File: config.mk
export PLATFORM = sky130hd
export DESIGN_NAME = aperture_delay_ramp_ctrl
export DESIGN_NICKNAME = d
export VERILOG_FILES = /design/src/hdl/aperture_delay_pkg.sv /design/src/hdl/aperture_delay_ramp_ctrl.sv
export SDC_FILE = /design/constraint.sdc
export NUM_CORES = 1
export LEC_CHECK = 0
export BUFFER_PORTS_ARGS = -buffer_cell sky130_fd_sc_hd__buf_2
export CORE_MARGIN = 8
export CORE_UTILIZATION = 55
export DETAILED_ROUTE_END_ITERATION = 10
export PLACE_DENSITY = 0.81
export SETUP_SLACK_MARGIN = 0.1
export SYNTH_ARGS = -nofsm -noshare
export SYNTH_HDL_FRONTEND = slang
export SYNTH_SLANG_ARGS = --single-unit
File: constraint.sdc
create_clock -name sys_clk -period 3.6 [get_ports sys_clk]
set_input_delay 0.36 -clock sys_clk [delete_from_list [all_inputs] [get_ports sys_clk]]
set_output_delay 0.36 -clock sys_clk [all_outputs]
set_load 0.02 [all_outputs]
File: src/hdl/aperture_delay_pkg.sv
// Purpose: constants for the aperture delay ramp controller
// Assumes: avalon-mm word registers, 40 MHz device clock
// Notes: Contract list below
// Contract
// - delay setting bit 16 set inverts the sampling clock, clear leaves it.
// - manual coarse code 15-8 applies while calibration is disabled or not yet complete.
// - with calibration enabled, the completed 17-bit calibration result is applied.
// - fine delay code lives in bits 7-0 and is applied as fine step.
// - ramp disabled: applied coarse reaches written code within 1024 clocks.
// - ramp enabled: applied coarse steps toward written value, then stops.
// - ramp steps one code per 256 clocks, or four when rate bit set.
// - ramp control: enable bit 0, rate bit 1, bits 7-2 reserved, reset zero.
// - delay setting bits 23-17 reserved writable; all fields reset zero.
package aperture_delay_pkg;
  localparam logic [11:0] delay_ramp_control_offs     = 12'h2b8;
  localparam logic [11:0] aperture_delay_setting_offs = 12'h2b4;
  localparam logic [11:0] cal_status_offs             = 12'h2bc;
  localparam logic [11:0] applied_delay_offs          = 12'h2c0;
  localparam logic [23:0] delay_setting_reset         = 24'h000000;
  localparam logic [7:0]  ramp_control_reset          = 8'h00;
  localparam int          invert_bit                  = 16;
  localparam int          ramp_en_bit                 = 0;
  localparam int          ramp_rate_bit               = 1;
  localparam int          ramp_period_cycles          = 256;
  localparam int          abrupt_update_max_cycles    = 1024;
  localparam logic [7:0]  fast_step                   = 8'h04;
  localparam logic [7:0]  slow_step                   = 8'h01;
  localparam logic [1:0]  abrupt_delay_cycles         = 2'h2;
endpackage

File: src/hdl/aperture_delay_ramp_ctrl.sv
// Purpose: aperture delay register file with coarse delay ramp engine
// Assumes: single device clock, avalon-mm slave with waitrequest
// Notes: every access answers in its second cycle; a write lands on the edge that ends that second cycle
//
// Local design decision: the Avalon-MM register port.
`timescale 1ns/1ps
module aperture_delay_ramp_ctrl
  import aperture_delay_pkg::*;
(
  // clock and reset
  input  wire logic        sys_clk,
  input  wire logic        rst,
  // avalon-mm slave
  input  wire logic [11:0] avs_address,
  input  wire logic        avs_read,
  input  wire logic        avs_write,
  input  wire logic [31:0] avs_writedata,
  input  wire logic [3:0]  avs_byteenable,
  output logic      [31:0] avs_readdata,
  output logic             avs_waitrequest,
  // calibration engine
  input  wire logic        ref_pulse_cal_enable,
  input  wire logic [16:0] calibrated_delay_result,
  input  wire logic        ref_pulse_cal_complete,
  // delay line controls
  output logic             sample_clock_invert,
  output logic      [7:0]  applied_coarse,
  output logic      [7:0]  applied_fine,
  output logic             ramp_busy
);
  import aperture_delay_pkg::*;

  logic [23:0] delay_setting_r;
  logic [7:0]  ramp_ctrl_r;
  logic [7:0]  coarse_r;
  logic [7:0]  coarse_nxt;
  logic [7:0]  fine_r;
  logic        invert_r;
  logic [7:0]  tick_cnt_r;
  logic [1:0]  abrupt_cnt_r;
  logic        ack_r;
  logic [31:0] rdata_r;
  logic        ramping_r;

  wire logic       req      = avs_read | avs_write;
  wire logic       wr_fire  = avs_write & ack_r;
  wire logic       wr_delay = wr_fire & (avs_address == aperture_delay_setting_offs);
  wire logic       wr_ramp  = wr_fire & (avs_address == delay_ramp_control_offs);
  wire logic [7:0] target   = delay_setting_r[15:8];
  wire logic       tick     = (tick_cnt_r == 8'(ramp_period_cycles - 1));
  wire logic [7:0] step     = ramp_ctrl_r[ramp_rate_bit] ? fast_step : slow_step;

  // one wait cycle, then the answer
  assign avs_waitrequest = req & ~ack_r;

  always_ff @(posedge sys_clk or posedge rst)
  begin
    if (rst)
      ack_r <= 1'b0;
    else
      ack_r <= req & ~ack_r;
  end

  // byte-lane writes; reserved bits stay writable
  always_ff @(posedge sys_clk or posedge rst)
  begin
    if (rst)
      delay_setting_r <= delay_setting_reset;
    else if (wr_delay)
    begin
      for (int i = 0; i < 3; i++)
        if (avs_byteenable[i])
          delay_setting_r[i*8 +: 8] <= avs_writedata[i*8 +: 8];
    end
  end

  always_ff @(posedge sys_clk or posedge rst)
  begin
    if (rst)
      ramp_ctrl_r <= ramp_control_reset;
    else if (wr_ramp && avs_byteenable[0])
      ramp_ctrl_r <= avs_writedata[7:0];
  end

  always_ff @(posedge sys_clk or posedge rst)
  begin
    if (rst)
      rdata_r <= 32'h0;
    else if (avs_read && !ack_r)
    begin
      unique case (avs_address)
        aperture_delay_setting_offs: rdata_r <= {8'h0, delay_setting_r};
        delay_ramp_control_offs:     rdata_r <= {24'h0, ramp_ctrl_r};
        cal_status_offs:             rdata_r <= {14'h0, ref_pulse_cal_complete,
                                                 calibrated_delay_result};
        applied_delay_offs:          rdata_r <= {14'h0, ramping_r, invert_r,
                                                 coarse_r, fine_r};
        default:                     rdata_r <= 32'h0;
      endcase
    end
  end
  assign avs_readdata = rdata_r;

  // free-running ramp period divider
  always_ff @(posedge sys_clk or posedge rst)
  begin
    if (rst)
      tick_cnt_r <= 8'h0;
    else
      tick_cnt_r <= tick_cnt_r + 8'h1;
  end

  // abrupt mode delay: well inside the allowed window, keeps glitch-free ordering
  always_ff @(posedge sys_clk or posedge rst)
  begin
    if (rst)
      abrupt_cnt_r <= 2'h0;
    else if (wr_delay)
      abrupt_cnt_r <= abrupt_delay_cycles;
    else if (abrupt_cnt_r != 2'h0)
      abrupt_cnt_r <= abrupt_cnt_r - 2'h1;
  end

  // coarse step never overshoots the target
  always_comb
  begin
    coarse_nxt = coarse_r;
    if (!ramp_ctrl_r[ramp_en_bit])
    begin
      if (abrupt_cnt_r != abrupt_delay_cycles)
        coarse_nxt = target;
    end
    else if (tick && coarse_r != target)
    begin
      if (target > coarse_r)
        coarse_nxt = (target - coarse_r > step) ? coarse_r + step : target;
      else
        coarse_nxt = (coarse_r - target > step) ? coarse_r - step : target;
    end
  end

  // manual path; ramp retargets from coarse_r on any new write
  always_ff @(posedge sys_clk or posedge rst)
  begin
    if (rst)
      coarse_r <= 8'h0;
    else
      coarse_r <= coarse_nxt;
  end

  always_ff @(posedge sys_clk or posedge rst)
  begin
    if (rst)
    begin
      fine_r    <= 8'h0;
      invert_r  <= 1'b0;
      ramping_r <= 1'b0;
    end
    else
    begin
      fine_r    <= delay_setting_r[7:0];
      invert_r  <= delay_setting_r[invert_bit];
      ramping_r <= ramp_ctrl_r[ramp_en_bit] && (coarse_nxt != target);
    end
  end

  // calibration overrides manual value once complete
  wire logic use_cal = ref_pulse_cal_enable & ref_pulse_cal_complete;

  assign applied_coarse      = ref_pulse_cal_enable ?
                               (use_cal ? calibrated_delay_result[15:8] : coarse_r)
                               : coarse_r;
  assign applied_fine        = use_cal ? calibrated_delay_result[7:0] : fine_r;
  assign sample_clock_invert = use_cal ? calibrated_delay_result[16] : invert_r;
  assign ramp_busy           = ramping_r;

  a_invert_follows: assert property (@(posedge sys_clk) disable iff (rst)
    !ref_pulse_cal_enable |-> (sample_clock_invert == $past(delay_setting_r[invert_bit])))
    else $error("invert does not follow bit 16");

  a_manual_coarse: assert property (@(posedge sys_clk) disable iff (rst)
    !ref_pulse_cal_enable |-> applied_coarse == coarse_r)
    else $error("manual coarse not applied");

  a_cal_result: assert property (@(posedge sys_clk) disable iff (rst)
    (ref_pulse_cal_enable && ref_pulse_cal_complete) |->
    {sample_clock_invert, applied_coarse, applied_fine} == calibrated_delay_result)
    else $error("calibrated value not applied");

  a_fine_follows: assert property (@(posedge sys_clk) disable iff (rst)
    $changed(delay_setting_r[7:0]) |=> fine_r == $past(delay_setting_r[7:0]))
    else $error("fine code not applied");

  a_abrupt_update: assert property (@(posedge sys_clk) disable iff (rst)
    (wr_delay && !ramp_ctrl_r[ramp_en_bit]) ##1 (!wr_delay && !ramp_ctrl_r[ramp_en_bit])[*3]
    |-> coarse_r == target)
    else $error("abrupt coarse update late");

  a_ramp_holds: assert property (@(posedge sys_clk) disable iff (rst)
    (ramp_ctrl_r[ramp_en_bit] && coarse_r == target && !wr_delay) |=> $stable(coarse_r))
    else $error("ramp moved after reaching target");

  a_ramp_rate: assert property (@(posedge sys_clk) disable iff (rst)
    (ramp_ctrl_r[ramp_en_bit] && $changed(coarse_r)) |->
    ($past(tick) && ((coarse_r > $past(coarse_r) ? coarse_r - $past(coarse_r)
                    : $past(coarse_r) - coarse_r) <= $past(step))))
    else $error("ramp step too large or off period");

  a_ramp_reset: assert property (@(posedge sys_clk)
    rst |=> ramp_ctrl_r == ramp_control_reset)
    else $error("ramp control not reset");

  a_setting_reset: assert property (@(posedge sys_clk)
    rst |=> delay_setting_r == delay_setting_reset)
    else $error("delay setting not reset");

  a_no_jump: assert property (@(posedge sys_clk) disable iff (rst)
    (ramp_ctrl_r[ramp_en_bit] && wr_delay) |=> $stable(coarse_r) || $past(tick))
    else $error("coarse jumped on retarget");

  a_wait_single: assert property (@(posedge sys_clk) disable iff (rst)
    (req && avs_waitrequest) |=> !avs_waitrequest)
    else $error("waitrequest held past one cycle");

  a_read_setting: assert property (@(posedge sys_clk) disable iff (rst)
    (avs_read && !avs_waitrequest && avs_address == aperture_delay_setting_offs) |->
    avs_readdata == {8'h0, delay_setting_r})
    else $error("delay setting read mismatch");

  a_read_ramp: assert property (@(posedge sys_clk) disable iff (rst)
    (avs_read && !avs_waitrequest && avs_address == delay_ramp_control_offs) |->
    avs_readdata == {24'h0, ramp_ctrl_r})
    else $error("ramp control read mismatch");

  a_read_unmapped: assert property (@(posedge sys_clk) disable iff (rst)
    (avs_read && !avs_waitrequest && avs_address != aperture_delay_setting_offs &&
     avs_address != delay_ramp_control_offs && avs_address != cal_status_offs &&
     avs_address != applied_delay_offs) |->
    avs_readdata == 32'h0)
    else $error("unmapped read not zero");

  a_coarse_write: assert property (@(posedge sys_clk) disable iff (rst)
    (avs_write && !avs_waitrequest && avs_address == aperture_delay_setting_offs &&
     avs_byteenable[1]) |=> delay_setting_r[15:8] == $past(avs_writedata[15:8]))
    else $error("coarse code write lost");

  a_fine_write: assert property (@(posedge sys_clk) disable iff (rst)
    (avs_write && !avs_waitrequest && avs_address == aperture_delay_setting_offs &&
     avs_byteenable[0]) |=> delay_setting_r[7:0] == $past(avs_writedata[7:0]))
    else $error("fine code write lost");

  a_reserved_write: assert property (@(posedge sys_clk) disable iff (rst)
    (avs_write && !avs_waitrequest && avs_address == aperture_delay_setting_offs &&
     avs_byteenable[2]) |=> delay_setting_r[23:16] == $past(avs_writedata[23:16]))
    else $error("upper setting byte write lost");

  a_ramp_write: assert property (@(posedge sys_clk) disable iff (rst)
    (avs_write && !avs_waitrequest && avs_address == delay_ramp_control_offs &&
     avs_byteenable[0]) |=> ramp_ctrl_r == $past(avs_writedata[7:0]))
    else $error("ramp control write lost");

  a_unmapped_write: assert property (@(posedge sys_clk) disable iff (rst)
    (avs_write && !avs_waitrequest && avs_address != aperture_delay_setting_offs &&
     avs_address != delay_ramp_control_offs) |=>
    ($stable(delay_setting_r) && $stable(ramp_ctrl_r)))
    else $error("unmapped write changed a register");

  a_overshoot_up: assert property (@(posedge sys_clk) disable iff (rst)
    (ramp_ctrl_r[ramp_en_bit] && coarse_r < target && !wr_delay) |=> coarse_r <= target)
    else $error("ramp overshot upward");

  a_overshoot_down: assert property (@(posedge sys_clk) disable iff (rst)
    (ramp_ctrl_r[ramp_en_bit] && coarse_r > target && !wr_delay) |=> coarse_r >= target)
    else $error("ramp overshot downward");

  a_busy_on: assert property (@(posedge sys_clk) disable iff (rst)
    (ramp_ctrl_r[ramp_en_bit] && coarse_r != target && !tick) |=> ramp_busy)
    else $error("busy low while ramp pending");

  a_busy_off: assert property (@(posedge sys_clk) disable iff (rst)
    !ramp_ctrl_r[ramp_en_bit] |=> !ramp_busy)
    else $error("busy high with ramp disabled");

  a_step_taken: assert property (@(posedge sys_clk) disable iff (rst)
    (ramp_ctrl_r[ramp_en_bit] && tick && coarse_r != target) |=> $changed(coarse_r))
    else $error("ramp period passed without a step");

  a_abrupt_quiet: assert property (@(posedge sys_clk) disable iff (rst)
    (!ramp_ctrl_r[ramp_en_bit] && abrupt_cnt_r == abrupt_delay_cycles) |=> $stable(coarse_r))
    else $error("coarse moved before its update slot");

  a_cal_pending: assert property (@(posedge sys_clk) disable iff (rst)
    (ref_pulse_cal_enable && !ref_pulse_cal_complete) |->
    {sample_clock_invert, applied_coarse, applied_fine} == {invert_r, coarse_r, fine_r})
    else $error("incomplete calibration result applied");

  a_fine_manual: assert property (@(posedge sys_clk) disable iff (rst)
    !ref_pulse_cal_enable |-> applied_fine == fine_r)
    else $error("manual fine code not applied");

  // age of a manual code still waiting with ramping off; saturates so it cannot wrap
  logic [10:0] pend_age_r;

  always_ff @(posedge sys_clk or posedge rst)
  begin
    if (rst)
      pend_age_r <= 11'h0;
    else if (wr_delay || ramp_ctrl_r[ramp_en_bit] || coarse_r == target)
      pend_age_r <= 11'h0;
    else if (pend_age_r != 11'h7ff)
      pend_age_r <= pend_age_r + 11'h1;
  end

  a_abrupt_window: assert property (@(posedge sys_clk) disable iff (rst)
    pend_age_r < 11'(abrupt_update_max_cycles))
    else $error("coarse code not applied in time");
endmodule

==> results.py <==
metrics = {
    "finish": {
        "area_growth_syn_to_layout_pct": 22.6,
        "final.fill_count": 735,
        "instances_no_fill": 837,
        "drive_gt1_share_pct": 35.5,
        "antenna_cells": 0,
        "nets": 799,
    },
    "flow_run": {
        "cap_violations": 0,
    },
    "worst_setup_path": {
        "crit_top_cell": "a2111oi_4",
        "cpMaxStageDelayCell": "dfrtp_1",
        "cp_cell_sequence": "buf_6, ha_4, fa_2, xnor2_2, ha_2, and3b_2, a311oi_4, a2111oi_4, o2111ai_2, buf_4, o211ai_1, nand3_2, o2111a_1, a2111oi_4, a41oi_2",
        "crit_arrival_ns": 3.79,
        "end_kind": "flop",
        "path_buf_inv": 2,
        "cp_max_fo": 4,
        "worstSetupStartpoint": "delay_setting_r[8]$_DFFE_PP0P_",
        "path_class": "reg2reg",
        "reg2reg_from": "delay_setting_r[8]$_DFFE_PP0P_",
        "cpPeakStageDelay_ns": 0.41,
        "critical_path.top_delay_family": "compound AO/OA/AOI/OAI gates",
        "startpoint_type": "flop",
        "crit_required_ns": 3.82,
    },
    "sta": {
        "hold_viol_final": 0,
        "whs_ns": 0.0166,
        "setup_viol": 0,
        "period_share_pct": 99.4,
        "finClkSkew_ns": 0.0124,
        "tns_ns": 0,
        "setup_ws_ns": 0.0214,
        "slew_headroom_pct": 44.9,
        "slew_viol_final": 0,
        "rsz0062_at_grt": "yes",
        "period_minus_slack_ns": 3.58,
        "fmax_mhz": 279,
        "worst_pin_slew_ns": 0.825,
    },
    "power_and_ir_drop": {
        "power_leakage_nw": 3.22,
        "ir_drop_mv": 0.337,
        "pwr_density_cell_nw_per_um2": 327,
    },
    "drt": {
        "drtIter0Drc": 399,
        "postRouteAntennaNets": 0,
        "via_count": 4836,
        "finalWirelength_um": 15500,
        "via_per_inst": 5.78,
        "wl_per_cell_um": 18.6,
        "drc": 0,
        "dr.pass1.iters": 5,
    },
    "global_routing": {
        "grt_usage_pct": 23.3,
        "grt_max_degree": 42,
        "antenna_found_initial": 0,
        "grt_overflow": 0,
        "grt_pass1_vias": 4898,
        "grt_pass1_wl_um": 24400,
    },
    "synth": {
        "yosysSeqAreaShare_pct": 39.3,
        "yosysTopAreaCell": "dfrtp_1",
        "synth-seq-cells": 85,
        "synth_area_leaders": "dfrtp_1 39%, mux2_2 8.7%, ha_1 6.2%, nand2_1 4.1%, o21ai_0 4.0%",
        "ys_warn_count": 0,
        "synth-async-reset-ratio_pct": 100,
        "synth_top_area_share_pct": 39.3,
        "synth_cells": 574,
        "yosys_most_used_dff": "dfrtp_1",
        "syn-cell-area_um2": 5410,
        "synth-edff-count": 0,
        "synth_cell_types": 71,
        "syn_area_per_cell_um2": 9.43,
    },
    "cts": {
        "hold_buffers": 0,
        "clockRootBuffer": "clkbuf_8",
        "clk_latency_ns": 0.36,
        "cts_buffers": 9,
        "clk_pin_slew_ns": 0.10,
        "cts_buffer_depth": 2,
        "cts_tree": "done",
        "cts.sink_count": 85,
        "cts.htree.levels": 3,
    },
    "floorplan": {
        "die_x_um": 115,
        "die_area_um2": 13300,
        "fp.dieH_um": 115,
        "num_io_pins": 122,
        "core_um2": 9680,
        "fp-row-count": 36,
        "initial_core_util_pct": 55.9,
    },
    "placement": {
        "dp_worst_setup_slack_ns": -0.0712,
        "routabilityCongestion": 0.997,
        "dpl.hpwl_um": 11600,
        "io_buffers": 104,
        "dp.cells": 816,
    },
    "run_status": {
        "outcome": "completed",
    },
    "min_path": {
        "hold_path_class": "in2async",
    },
}
## routing by layer
layer  GRT usage [%]  up-vias  part of all wire (%)
met5               0        -                     0
met2            40.3      189                    51
met3            4.04       29                   6.2
met1            28.5     2344                    41
met4            8.23        0                   2.0
li1                -     2274                     -
## worst paths after layout
| check | end | slack [ns] | cells past startpoint |
|---|---|---|---|
| max in group asynchronous | avs_readdata[17]$_DFFE_PP0P_ | 2.82 | 3 |
| min reg2reg | fine_r[1]$_DFF_PP0_ | 0.41 | 0 |
| min | abrupt_cnt_r[0]$_DFFE_PP0P_ | 0.02 | 2 |
| max | ramp_busy$_DFF_PP0_ | 0.02 | 15 |
| max reg2reg | ramp_busy$_DFF_PP0_ | 0.02 | 15 |
| min in group sys_clk | delay_setting_r[12]$_DFFE_PP0P_ | 0.20 | 3 |
## state kept, by name, summed over array words and instances (netlist names)
name,cells
fine_r,8
invert_r,1
tick_cnt_r,8
ack_r,1
ramp_busy,1
abrupt_cnt_r,2
ramp_ctrl_r,8
avs_readdata,24
coarse_r,8
delay_setting_r,24
## cell usage after synthesis (all sizes together), types with 6 or more instances
master and number:
nand3 13, mux2i 13, nand2 59, a21oi 39
mux2 42, dfrtp 85, inv 27, nor2 43
a222oi 8, and2 6, clkbuf 25, buf 16
xnor2 16, and3 6, o21ai 44, ha 27
a21boi 8, nor3 9, nand2b 6
## power by group
part / internal, mW / switching, mW / total, mW
Clock: 0.402 / 0.382 / 0.785
Sequential: 0.974 / 0.0151 / 0.989
Combinational: 0.167 / 0.226 / 0.394
## layout by cell type (no fill, tap or decap), drive strengths merged, types with 4 or more instances in the layout
cell type,count
buf,148
nand3,13
conb,8
nor2,43
nand2b,6
nand4,5
nand2,59
mux2i,13
clkbuf,9
a21oi,39
xor2,5
xnor2,16
ha,27
nor3,9
dfrtp,85
nor2b,5
a222oi,8
o21ai,44
mux2,42
inv,30
and2,6
a21boi,8
a21o,4
or2,5
o22ai,5
and3,6
## worst register-to-register path: cells and delay by family (launching register included)
family                     cells  cell delay [ns]
AOI/OAI and AO/OA              7             1.42
adders and majority gates      3             0.72
and+or+nand+nor                2             0.41
DFF                            1             0.41
buffers and inverters          2             0.34
xor gates and xnor gates       1             0.14
## kinds of logic after synthesis
| kind of cell | count (synthesis) | share of synthesized area [%] |
|---|---|---|
| other | 1 | 0.0693 |
| adder cells (fa/ha/maj) | 29 | 6.98 |
| AO/OA/AOI/OAI | 144 | 18.1 |
| AND/OR/NAND/NOR | 171 | 15.3 |
| buffers and inverters | 68 | 5.76 |
| XOR/XNOR | 21 | 3.40 |
| multiplexers | 55 | 11.1 |
| flip-flops | 85 | 39.3 |
## final cells by class
type / count / area [um^2] / area share [%]
tap: 133 / 166 / 2.51
multi-input combinational: 428 / 3160 / 47.5
clock buffer: 9 / 124 / 1.87
clock inverter: 7 / 103 / 1.55
timing repair buffer: 148 / 858 / 12.9
inverter: 27 / 103 / 1.55
sequential: 85 / 2130 / 32.1
## through the flow
| step | util [%] | power (mW) | cell area (um^2) |
|---|---|---|---|
| after floorplan | - | 1.25 | 5440 |
| after global placement | 64.1 | 1.36 | 6210 |
| after detailed placement | 64.1 | 1.37 | 6210 |
| after CTS | 67.2 | 2.16 | 6500 |
| after global routing | 68.5 | 2.26 | 6640 |
| final | 68.5 | 2.17 | 6640 |
## what timing repair did
action | 4_1_cts | 5_1_grt
pin swaps | 7 | 19
gates cloned | 0 | 0
buffers inserted | 2 | 3
endpoints found under the setup margin | 3 | 4
gates resized for setup | 13 | 23
Note: power is estimated with default switching activity, not from simulation.
